## src/include/ofec_map.svh

```systemverilog
// offsets, field positions, reset values and timing counts of the
// octal flash error-check block; included by the package, ofec_inband_rst and ofec_top.
`ifndef OFEC_MAP_SVH
`define OFEC_MAP_SVH
`define OFEC_CFG_ADDR 8'h0b
`define OFEC_STAT_ADDR 8'h0c
`define OFEC_FA0_ADDR 8'h0d
`define OFEC_FA1_ADDR 8'h0e
`define OFEC_FA2_ADDR 8'h0f
`define OFEC_FA3_ADDR 8'h10
`define OFEC_CFG_EVSEL 2
`define OFEC_CFG_PCHK 3
`define OFEC_CFG_CSZ 5:4
`define OFEC_CFG_RCHK 7
`define OFEC_CFG_RST 8'h40
`define OFEC_BASE_CHUNK 8'h10
`define OFEC_IBR_PAT 4'h5
`define OFEC_ERROR_ASSERT_LATENCY_CLK 2
`define OFEC_CLK_NS 10
`define OFEC_IBR_NS 200
`define OFEC_IBR_CYC ((`OFEC_IBR_NS) / (`OFEC_CLK_NS))
`endif

```

## src/include/ofec_pkg.sv

```systemverilog
// types and shared functions of the octal flash error-check block
// assumes ofec_map.svh on the include path
`include "ofec_map.svh"
package ofec_pkg;
  typedef enum {OFEC_IDLE, OFEC_PROG, OFEC_READ, OFEC_HALT} ofec_mode_t;

  typedef struct packed {
    logic [7:0] code;
    logic [7:0] cnt;
  } ofec_acc_st_t;

  typedef struct packed {
    logic [2:0] cnt;
    logic [3:0] pat;
    logic [7:0] hold;
    logic fire;
    logic busy;
  } ofec_ibr_st_t;

  typedef struct packed {
    logic [10:0] sy1;
    logic [10:0] sy2;
    logic [1:0] sy3;
    logic [7:0] cfg;
    logic crc_err;
    logic par_err;
    logic ecc_dbl;
    logic [3:0] ecc_cnt;
    logic pab;
    logic [31:0] faddr;
    logic faddr_vld;
    logic prog_fail;
    logic err_o;
    logic err_oe;
    ofec_mode_t mode;
    logic chk;
    logic seen_clk;
    logic [7:0] dq_o;
    logic dq_oe;
    logic take;
    logic abort;
    logic [7:0] rdata;
  } ofec_top_st_t;

  function automatic logic [7:0] ofec_chunk_len(input logic [1:0] sel);
    return `OFEC_BASE_CHUNK << sel;
  endfunction : ofec_chunk_len

  function automatic logic [7:0] ofec_parity(input logic [31:0] a);
    return a[7:0] ^ a[15:8] ^ a[23:16] ^ a[31:24];
  endfunction : ofec_parity
endpackage : ofec_pkg

```

## src/hw/ofec_check_acc.sv

```systemverilog
// per-chunk check-code accumulator: XOR of each data line over a chunk
// assumes beats are one-cycle strobes on CLK domain
`timescale 1ns/1ps
`default_nettype none
module ofec_check_acc (
  input wire logic clk_in,
  input wire logic nrst_in,
  input wire logic start_in,
  input wire logic beat_in,
  input wire logic [7:0] byte_in,
  input wire logic [7:0] len_in,
  output logic [7:0] code_out,
  output logic at_code_out
);
  ofec_pkg::ofec_acc_st_t q, n;

  assign code_out = q.code;
  // the beat after a full chunk carries the code byte
  assign at_code_out = (q.cnt == len_in);

  always_comb begin
    n = q;
    if (start_in) begin
      n.code = 8'h00;
      n.cnt = 8'h00;
    end else if (beat_in) begin
      if (at_code_out) begin
        n.code = 8'h00;
        n.cnt = 8'h00;
      end else begin
        n.code = q.code ^ byte_in;
        n.cnt = q.cnt + 8'h01;
      end
    end
  end

  always_ff @(posedge clk_in or negedge nrst_in) begin
    if (!nrst_in) begin
      q <= '0;
    end else begin
      q <= n;
    end
  end
endmodule : ofec_check_acc
`default_nettype wire

```

## src/hw/ofec_inband_rst.sv

```systemverilog
// in-band reset detector: four select pulses with no clock, line 0 pattern
// assumes synchronised, edge-detected select and clock from the top
`timescale 1ns/1ps
`default_nettype none
`include "ofec_map.svh"
module ofec_inband_rst #(
  parameter logic [7:0] HOLD_CYCLES = 8'(`OFEC_IBR_CYC)
) (
  input wire logic clk_in,
  input wire logic nrst_in,
  input wire logic cs_rise_in,
  input wire logic cs_low_in,
  input wire logic sclk_edge_in,
  input wire logic dq0_in,
  output logic fire_out,
  output logic busy_out
);
  ofec_pkg::ofec_ibr_st_t q, n;
  logic [3:0] pat_next;

  assign fire_out = q.fire;
  assign busy_out = q.busy;
  assign pat_next = {q.pat[2:0], dq0_in};

  always_comb begin
    n = q;
    n.fire = 1'b0;
    if (q.hold != 8'h00) begin
      n.hold = q.hold - 8'h01;
    end else if (sclk_edge_in && cs_low_in) begin
      // a clocked frame is a command; its closing select edge must not count
      n.cnt = 3'h7;
    end else if (cs_rise_in) begin
      n.pat = pat_next;
      if (q.cnt == 3'h7) begin
        n.cnt = 3'h0;
      end else if (q.cnt == 3'h3) begin
        n.cnt = 3'h0;
        if (pat_next == `OFEC_IBR_PAT) begin
          n.fire = 1'b1;
          n.hold = HOLD_CYCLES;
        end
      end else begin
        n.cnt = q.cnt + 3'h1;
      end
    end
    n.busy = (n.hold != 8'h00);
  end

  always_ff @(posedge clk_in or negedge nrst_in) begin
    if (!nrst_in) begin
      q <= '0;
    end else begin
      q <= n;
    end
  end
endmodule : ofec_inband_rst
`default_nettype wire

```

## src/hw/ofec_top.sv

```systemverilog
// error-check and error-report logic of an octal serial flash
// assumes a command decoder on CLK_IN giving starts, clears and reg
// accesses; link pins arrive asynchronously and are synchronised here
`timescale 1ns/1ps
`default_nettype none
`include "ofec_map.svh"
module ofec_top (
  input wire logic CLK_IN,
  input wire logic NRST_IN,
  input wire logic RESET_N_IN,
  input wire logic SCLK_IN,
  input wire logic CS_N_IN,
  input wire logic [7:0] DQ_IN,
  output logic [7:0] DQ_OUT,
  output logic DQ_OE_OUT,
  output logic ERR_OUT,
  output logic ERR_OE_OUT,
  input wire logic START_IN,
  input wire logic OP_READ_IN,
  input wire logic [31:0] OP_ADDR_IN,
  input wire logic [7:0] OP_PAR_IN,
  input wire logic [7:0] RD_BYTE_IN,
  output logic RD_TAKE_OUT,
  output logic ABORT_OUT,
  output logic PROG_FAIL_OUT,
  input wire logic ECC_EVT_IN,
  input wire logic ECC_DBL_IN,
  input wire logic [31:0] ECC_ADDR_IN,
  input wire logic PROG_ECC_ABORT_IN,
  input wire logic CLR_ERR_IN,
  input wire logic CLR_FLAG_IN,
  input wire logic SW_RST_IN,
  input wire logic REG_WE_IN,
  input wire logic [7:0] REG_ADDR_IN,
  input wire logic [7:0] REG_WDATA_IN,
  output logic [7:0] REG_RDATA_OUT,
  output logic INBAND_RST_OUT
);
  // sampler starts at the pins' idle levels, so reset makes no false edge
  localparam ofec_pkg::ofec_top_st_t RST_ST = '{
    sy1: 11'h402, sy2: 11'h402, sy3: 2'h2,
    cfg: `OFEC_CFG_RST, mode: ofec_pkg::OFEC_IDLE, default: '0};

  ofec_pkg::ofec_top_st_t q, n;

  logic sclk_edge, cs_low, cs_rise, hw_rst, clear_all, beat;
  logic ibr_fire, ibr_busy;
  logic acc_start, acc_beat, at_code, code_bad, ev_sel;
  logic [7:0] acc_byte, acc_code, chunk_len, dq_s, stat;

  // ------------------------------------------------------------
  // pin sampling
  // ------------------------------------------------------------
  // sy1 is read only by sy2; all decisions look at sy2 and sy3
  assign sclk_edge = q.sy2[0] ^ q.sy3[0];
  assign cs_low = !q.sy2[1];
  assign cs_rise = q.sy2[1] && !q.sy3[1];
  assign dq_s = q.sy2[9:2];
  assign hw_rst = !q.sy2[10];
  assign beat = sclk_edge && cs_low && !ibr_busy;
  assign clear_all = hw_rst || SW_RST_IN || ibr_fire;

  // ------------------------------------------------------------
  // check-code path
  // ------------------------------------------------------------
  assign chunk_len = ofec_pkg::ofec_chunk_len(q.cfg[`OFEC_CFG_CSZ]);
  assign acc_start = START_IN;
  assign acc_beat = beat && q.chk &&
    (q.mode == ofec_pkg::OFEC_PROG || q.mode == ofec_pkg::OFEC_READ);
  assign acc_byte = (q.mode == ofec_pkg::OFEC_READ) ? RD_BYTE_IN : dq_s;
  assign code_bad = acc_beat && q.mode == ofec_pkg::OFEC_PROG &&
    at_code && dq_s != acc_code;
  assign ev_sel = ECC_EVT_IN &&
    (q.cfg[`OFEC_CFG_EVSEL] ? ECC_DBL_IN : !ECC_DBL_IN);
  assign stat = {q.pab, q.ecc_cnt, q.ecc_dbl, q.par_err, q.crc_err};

  ofec_check_acc u_acc (
    .clk_in(CLK_IN),
    .nrst_in(NRST_IN),
    .start_in(acc_start),
    .beat_in(acc_beat),
    .byte_in(acc_byte),
    .len_in(chunk_len),
    .code_out(acc_code),
    .at_code_out(at_code)
  );

  ofec_inband_rst u_ibr (
    .clk_in(CLK_IN),
    .nrst_in(NRST_IN),
    .cs_rise_in(cs_rise),
    .cs_low_in(cs_low),
    .sclk_edge_in(sclk_edge),
    .dq0_in(dq_s[0]),
    .fire_out(ibr_fire),
    .busy_out(ibr_busy)
  );

  // ------------------------------------------------------------
  // next state
  // ------------------------------------------------------------
  always_comb begin
    n = q;
    n.sy1 = {RESET_N_IN, DQ_IN, CS_N_IN, SCLK_IN};
    n.sy2 = q.sy1;
    n.sy3 = q.sy2[1:0];
    n.take = 1'b0;
    n.abort = 1'b0;
    n.err_o = 1'b0;

    if (REG_WE_IN && REG_ADDR_IN == `OFEC_CFG_ADDR) begin
      n.cfg = REG_WDATA_IN;
    end
    case (REG_ADDR_IN)
      `OFEC_CFG_ADDR: n.rdata = q.cfg;
      `OFEC_STAT_ADDR: n.rdata = stat;
      `OFEC_FA0_ADDR: n.rdata = q.faddr[7:0];
      `OFEC_FA1_ADDR: n.rdata = q.faddr[15:8];
      `OFEC_FA2_ADDR: n.rdata = q.faddr[23:16];
      `OFEC_FA3_ADDR: n.rdata = q.faddr[31:24];
      default: n.rdata = 8'h00;
    endcase

    // clears come first so that a same-cycle event still sets its flag
    if (CLR_ERR_IN) begin
      n.err_oe = 1'b0;
      n.crc_err = 1'b0;
      n.par_err = 1'b0;
      n.ecc_dbl = 1'b0;
      n.ecc_cnt = 4'h0;
      n.pab = 1'b0;
      n.faddr = 32'h0;
      n.faddr_vld = 1'b0;
    end
    if (CLR_FLAG_IN) begin
      n.prog_fail = 1'b0;
    end

    if (START_IN) begin
      n.seen_clk = 1'b0;
      n.chk = OP_READ_IN ? q.cfg[`OFEC_CFG_RCHK] : q.cfg[`OFEC_CFG_PCHK];
      if (n.chk && OP_PAR_IN != ofec_pkg::ofec_parity(OP_ADDR_IN)) begin
        n.par_err = 1'b1;
        n.mode = ofec_pkg::OFEC_HALT;
        n.abort = !OP_READ_IN;
        n.prog_fail = n.prog_fail || !OP_READ_IN;
      end else if (n.chk && (OP_ADDR_IN[7:0] & (chunk_len - 8'h01)) != 8'h00)
      begin
        n.crc_err = 1'b1;
        n.mode = ofec_pkg::OFEC_HALT;
        n.abort = 1'b1;
        n.prog_fail = n.prog_fail || !OP_READ_IN;
      end else if (OP_READ_IN) begin
        n.mode = ofec_pkg::OFEC_READ;
      end else begin
        n.mode = n.chk ? ofec_pkg::OFEC_PROG : ofec_pkg::OFEC_IDLE;
      end
    end else if (beat) begin
      n.seen_clk = 1'b1;
      case (q.mode)
        ofec_pkg::OFEC_PROG: begin
          if (code_bad) begin
            n.crc_err = 1'b1;
            n.prog_fail = 1'b1;
            n.abort = 1'b1;
            n.mode = ofec_pkg::OFEC_HALT;
          end
        end
        ofec_pkg::OFEC_READ: begin
          // outputs start only after a clock edge inside the frame
          n.dq_oe = 1'b1;
          if (q.chk && at_code) begin
            n.dq_o = acc_code;
          end else begin
            n.dq_o = RD_BYTE_IN;
            n.take = 1'b1;
          end
        end
        default: n.dq_oe = 1'b0;
      endcase
    end
    if (cs_rise || !cs_low) begin
      n.dq_oe = 1'b0;
    end
    if (cs_rise) begin
      n.mode = ofec_pkg::OFEC_IDLE;
    end

    if (ECC_EVT_IN) begin
      if (n.ecc_cnt != 4'hf) begin
        n.ecc_cnt = n.ecc_cnt + 4'h1;
      end
      if (ECC_DBL_IN) begin
        n.ecc_dbl = 1'b1;
      end
    end
    if (ev_sel) begin
      n.err_oe = 1'b1;
      if (!n.faddr_vld) begin
        n.faddr = ECC_ADDR_IN;
        n.faddr_vld = 1'b1;
      end
    end
    if (PROG_ECC_ABORT_IN) begin
      n.pab = 1'b1;
    end

    if (clear_all) begin
      n = RST_ST;
      n.sy1 = {RESET_N_IN, DQ_IN, CS_N_IN, SCLK_IN};
      n.sy2 = q.sy1;
      n.sy3 = q.sy2[1:0];
    end
  end

  always_ff @(posedge CLK_IN or negedge NRST_IN) begin
    if (!NRST_IN) begin
      q <= RST_ST;
    end else begin
      q <= n;
    end
  end

  // ------------------------------------------------------------
  // outputs
  // ------------------------------------------------------------
  assign DQ_OUT = q.dq_o;
  assign DQ_OE_OUT = q.dq_oe;
  assign ERR_OUT = q.err_o;
  assign ERR_OE_OUT = q.err_oe;
  assign RD_TAKE_OUT = q.take;
  assign ABORT_OUT = q.abort;
  assign PROG_FAIL_OUT = q.prog_fail;
  assign REG_RDATA_OUT = q.rdata;
  assign INBAND_RST_OUT = ibr_busy;
endmodule : ofec_top
`default_nettype wire

```

## config.mk

```make
export PLATFORM = sky130hd
export DESIGN_NAME = ofec_top
export DESIGN_NICKNAME = d
export VERILOG_FILES = /design/src/include/ofec_pkg.sv /design/src/hw/ofec_check_acc.sv /design/src/hw/ofec_inband_rst.sv /design/src/hw/ofec_top.sv
export VERILOG_INCLUDE_DIRS = /design/src /design/src/include
export SDC_FILE = /design/constraint.sdc
export NUM_CORES = 1
export LEC_CHECK = 0
export BUFFER_PORTS_ARGS = -buffer_cell sky130_fd_sc_hd__buf_2
export CAP_MARGIN = 20
export CORE_MARGIN = 10
export CORE_UTILIZATION = 41
export DETAILED_ROUTE_END_ITERATION = 16
export GPL_ROUTABILITY_DRIVEN = 0
export PLACE_DENSITY = 0.68
export SYNTH_ARGS = -nofsm -noshare
export SYNTH_HDL_FRONTEND = slang
export SYNTH_HIERARCHICAL = 1
export SYNTH_SLANG_ARGS = --single-unit
```

## constraint.sdc

```tcl
create_clock -name CLK_IN -period 6.1 [get_ports CLK_IN]
set_clock_uncertainty 0.05 [all_clocks]
set_input_delay 1.22 -clock CLK_IN [delete_from_list [all_inputs] [get_ports CLK_IN]]
set_output_delay 1.22 -clock CLK_IN [all_outputs]
set_load 0.05 [all_outputs]
```

Word-level counts from Yosys, hierarchy flattened --
Index checks and enable logic that the tools add are counted.
Cells by class: $add $sub $neg 5, equality and inequality tests 20, shift operators 1, multiplexer cells 67, bitwise operators 8, reductions and logical operators 44
Operators by type and width (count):
- 32-bit 2-to-1 mux | 5
- 105-bit 2-to-1 mux | 1
- 33-bit 2-to-1 mux | 2
- 32-bit by 2-bit equality test with 1-bit output (second input constant) | 2
- 16-bit 2-to-1 mux | 4
- 8-bit case mux with 6 select lines | 1
- 41-bit 2-to-1 mux | 1
- 8-bit by 4-bit equality test with 1-bit output (second input constant) | 5
- 8-bit 2-to-1 mux | 5
- 9-bit 2-to-1 mux | 4
- 1-bit 2-to-1 mux | 33
- 32-bit by 1-bit equality test with 1-bit output (second input constant) | 1
- 32-bit by 3-bit equality test with 1-bit output (second input constant) | 1
- 8-bit XOR | 4
- 8-bit nonzero test | 3
- 8-bit inequality test | 2
- 8-bit by 1-bit subtractor with 8-bit output (second input constant) | 2
- 1-bit logical AND | 13
- 12-bit 2-to-1 mux | 1
- 3-bit AND reduction | 4
- 2-bit nonzero test | 6
- 4-bit nonzero test | 3
- 10-bit 2-to-1 mux | 1
- 3-bit 2-to-1 mux | 3
- other kinds (24) | 38
Word-level totals: flip-flop bits (word level) 161, output and inout port bits 23, word-level logic and storage cells 173

Longest topological paths before layout --
depth in word-level cells 14, depth in mapped cells 9, gate-level depth less buffers 9

Hierarchy --
Netlist, hierarchy kept.
Modules (own cells, without submodules):
- ofec_top | instances 1, cells each 449, area each 4809.6 µm², seq. area each 2434.8 µm²
- ofec_check_acc | instances 1, cells each 100, area each 948.4 µm², seq. area each 400.4 µm²
- ofec_inband_rst | instances 1, cells each 85, area each 893.4 µm², seq. area each 400.4 µm²

Worst setup path after synthesis --
OpenSTA, ideal clock, no wires.
kind in2reg, start point input REG_ADDR_IN[1], end point register q (netlist bit REG_RDATA_OUT[0]), library setup time 0.132 ns, arrival 2.553 ns, required time 5.918 ns, path slack 3.365 ns, stages on the path 4, path buffers 1, cell sequence clkbuf_1 -> mux4_2 -> a222oi_1 -> nor2_1
RTL lines:
- start: declaration | line ofec_top.sv:34 | input wire logic [7:0] REG_ADDR_IN,
- end signal: assignment | line ofec_top.sv:220 | q <= n;
- end: declaration | line ofec_top.sv:44 | ofec_pkg::ofec_top_st_t q, n;

Worst setup path in the final report --
start point input REG_ADDR_IN[2], end point register q[99] in the netlist's numbering
On the way: longest elaborated chain between the ends 3
Ends and longest elaborated chain:
- 8-bit by 4-bit equality test with 1-bit output
- 1-bit logical AND (no line)
- 2-bit nonzero test (no line)
No other way between the ends. A chain may end at the register's enable or synchronous reset.

==> results.txt <==
- In the post-route analysis, the smallest setup slack over all paths is 3.30 ns.
- The worst setup path is launched from a primary input.
- The finished cells cover between 7000 and 8000 µm².
* Number of buffer cells added on primary ports: 139
* Buffers from clock root to sink, at most: 2
- Hold EP: dq_s[3]
- The via count of the first global-routing pass is 5291.
- Core area: approximately 16000 µm²
- The internal portion of the total power is between 1.5 and 2 mW.
- Width of the chip: 147 µm
- The area growth from synthesis to layout is 20.1%.
- Max-cap violations in this run came to 0.
- 141 I/O pins were placed.
- The library cell used most frequently in the layout, excluding fill and tap cells, is sky130_fd_sc_hd__buf_2.
* Cells along the critical path: buf_2 > or4_1 > nor2_2 > nand2_1 > nand2_1 > a21oi_1
* Global-route wire length before repair: between 20000 and 30000 µm
- Timing would allow up to 357 MHz.
- DR WL/cell: 16.5 µm
- Total negative slack for setup checks: 0 ns
- Distinct cell type count after synthesis: 70
* Seq pwr share: 0.413
- The placed instances occupy a cell area of ~7400 µm².
* Fraction of synthesis flops using an asynchronous set or reset pin: 1.00
- Fillers: 1460
* Combined global-route utilization of all metal layers: 0.151
- In this run the number of cells on the critical path is 6.
* Data arrival time at the worst-slack endpoint: 3.02 ns
- HPWL after DPL: 11800 µm
* CP delay by family, top: simple AND/OR/NAND/NOR gates
- Measured against its own limit, the worst slew margin works out to 0.327.
- Counting every instance in the synthesized netlist gives 634.
- Summed over all layers, the global routing overflow is 0.
* Setup repair after global routing missed its margin: false
- The number of antenna violations at the first check in global routing was 0.
* Area enclosed by the die boundary: 21700 µm²
- Type of the worst min-delay path: reg2reg
- Power dissipated by switching net loads: 0.606 mW
* CP Class: in2reg
- Area of the mapped netlist: 6650 µm²
- Post-CTS clock slew at the launch and capture registers of the worst setup and hold paths: roughly 0.050 ns
- The worst path needs 2.80 ns of the cycle, external delays included.
* Slowest library cell on the worst path: sky130_fd_sc_hd__or4_1
* TritonCTS clock tree: done
- The number of antenna diodes in the final layout is 0.
- WL met1: 7050 µm
- VDD sags by at most 208 µV.
- Placement Rows: between 40 and 50
- Worst Tran Pin Value: 1.01 ns
- In this run, synthesis produced a sequential element count of 129.
- The number of pins exceeding their max-slew limit in the final report came to 0.
- Endpoint type of the worst setup path: flip-flop
- The count of final hold-check violations came to 0.
* Combinational share of power: 0.153
* Via count normalized by instance count: between 5 and 6
* Number of flops mapped to enable cells by yosys: 0
- In this run, placement finished with an instance count of 946.
- Met2 wirelength from detailed routing: 7660 µm
- Iter 0 DRT Violations: 448
- Initial core utilization: 0.419
- Average footprint of a synthesized cell: 10.5 µm²
- For the worst-skew pair, the clock arrives at the later sink with an insertion delay of 0.42 ns.
* Synth warn: 6
* Largest stage delay on the critical path: 0.60 ns
* Switching power share of the total: 0.252
- Fraction of the cycle the final worst path needs: 0.459
- Of the total power, the clock network draws 0.434.
* Static leakage: 3.65 nW
* Pre-CTS worst setup slack: between 2 and 3 ns
- Power comes to about 2.4 mW.
* CTS Buf Count: 17
- In this run the remaining antenna-violating nets after routing total 0.
- Fraction of layout instances using a drive strength above 1: 0.289
* Number of cells traversed by the worst hold path: 0
- Post-CTS resize count: 0
* DRC violation count after routing: 0
* Sum of buffers and inverters on the critical path: 1
- In this design, the critical path's most frequently occurring cell is sky130_fd_sc_hd__nand2_1.
- Cell at the root of the clock tree: sky130_fd_sc_hd__clkbuf_16
- H-tree depth reported by CTS: 4
* TritonCTS Sinks: approximately 130
- In this run, post-CTS hold repair placed 0 buffers.
- In this run the worst path has a maximum fanout of 17.
- Number of cells traversed by the worst register-to-register path: 6
- Sequential element share of the synthesized area: 0.486
- Finish-stage setup viols: 0
- Reg2Reg Setup Slack: 3.60 ns
* RR Endpoint: u_acc/q[3]
* Worst EP required: 6.32 ns
* Overall die height: 147 µm
- In the synthesized netlist the dominant register cell turns out to be sky130_fd_sc_hd__dfrtp_1.
* Run status: finished clean
- Met3 routed WL: 1090 µm
- Post-CTS timing repair inserted 0 buffers for setup.
- Dividing total power by cell area gives a power density of 301 nW/µm².
* Highest signal layer in the routed design: met4
- Number of cells in the finished layout apart from fillers: about 980
* Wire length reported by the detailed router: between 15000 and 20000 µm
- Pin count of the biggest net entering global routing: ~70
- Worst min-delay path startpoint: q[123]
- 1st-pass router iterations: 4
* Commonest cells after routing, fill and taps aside: sky130_fd_sc_hd__buf_2, sky130_fd_sc_hd__dfrtp_1, sky130_fd_sc_hd__nand2_1
- The final route contains between 5000 and 6000 vias.
- Nets: 874
- R2r startpoint: q[107]
-- layout make-up --
cell class	instances	area, µm²	share of cell area
Clock buffer	27	513	0.0642
Clock inverter	5	100	0.0125
Inverter	13	48.8	0.00611
Multi-Input combinational cell	442	3060	0.383
Sequential cell	129	3240	0.405
Tap cell	216	270	0.0338
Timing Repair Buffer	146	758	0.0949
-- how the worst max path moves through the flow --
stage | startpoint | end | slack [ns]
6_report | REG_ADDR_IN[2] | q[99] | 3.30
5_1_grt | REG_ADDR_IN[2] | q[97] | 3.14
4_1_cts | REG_ADDR_IN[2] | q[99] | 3.34
3_5_place_dp | REG_ADDR_IN[2] | q[99] | 2.87
3_3_place_gp | CLR_ERR_IN | q[66] | 2.80
2_1_floorplan | REG_ADDR_IN[1] | REG_RDATA_OUT[0] | 3.37
-- synth_stat cells, types with 6 or more instances --
library cell,count,area [µm²]
sky130_fd_sc_hd__a211oi_1,11,82.6
sky130_fd_sc_hd__a21oi_1,54,270
sky130_fd_sc_hd__a222oi_1,8,80.1
sky130_fd_sc_hd__buf_4,25,188
sky130_fd_sc_hd__clkbuf_1,19,71.3
sky130_fd_sc_hd__dfrtp_1,123,3080
sky130_fd_sc_hd__dfstp_2,6,158
sky130_fd_sc_hd__ha_1,7,87.6
sky130_fd_sc_hd__inv_1,13,48.8
sky130_fd_sc_hd__mux2_2,10,113
sky130_fd_sc_hd__mux2i_1,11,110
sky130_fd_sc_hd__mux4_2,8,180
sky130_fd_sc_hd__nand2_1,75,282
sky130_fd_sc_hd__nand3_1,48,240
sky130_fd_sc_hd__nor2_1,51,191
sky130_fd_sc_hd__nor2b_1,6,37.5
sky130_fd_sc_hd__nor3_1,8,40.0
sky130_fd_sc_hd__nor4_1,6,37.5
sky130_fd_sc_hd__o21ai_0,13,65.1
sky130_fd_sc_hd__xnor2_1,28,245
sky130_fd_sc_hd__xnor3_1,7,158
sky130_fd_sc_hd__xor2_1,20,175
-- power groups by stage --
| stage | clock (mW) | sequential [mW] | combinational [mW] |
|---|---|---|---|
| finish | 1.04 | 0.992 | 0.368 |
| global route | 1.11 | 1.00 | 0.410 |
| floorplan | 0 | 0.984 | 0.281 |
| global placement | 0 | 1.00 | 0.363 |
| CTS | 1.06 | 0.990 | 0.371 |
| detailed placement | 0 | 1.00 | 0.369 |
-- per-layer routing --
| metal | global-route usage | up-vias |
|---|---|---|
| li1 | - | 2452 |
| met3 | 0.0531 | 22 |
| met1 | 0.186 | 2393 |
| met2 | 0.241 | 153 |
| met4 | 0.0520 | 0 |
| met5 | 0 | - |
-- state kept, by name, indices dropped and copies added, names as in the netlist --
register / flops
ABORT_OUT: 1
DQ_OE_OUT: 1
DQ_OUT: 8
ERR_OE_OUT: 1
PROG_FAIL_OUT: 1
RD_TAKE_OUT: 1
REG_RDATA_OUT: 8
dq_s: 8
q: 68
u_acc/code_out: 8
u_acc/q: 8
u_ibr/busy_out: 1
u_ibr/fire_out: 1
u_ibr/pat_next: 3
u_ibr/q: 11
-- cells by family (layout without fill, tap and decap cells) --
group,after synthesis,count (layout),share of synthesized area
flops,129,129,0.486
compound gates,110,110,0.107
mux,32,32,0.0673
fa+ha+maj,7,7,0.0132
other cells,1,5,0.000564
buf+inv,67,191,0.0559
simple gates,230,230,0.174
xor+xnor,58,58,0.0954
-- stage by stage --
step                      utilization  hold slack [ns]
after global placement          0.463            0.282
after detailed placement        0.464            0.285
after floorplan                     -            0.281
after global routing            0.503            0.302
final                           0.503            0.293
after CTS                       0.503            0.297
Note: power is estimated with default switching activity, not from simulation.
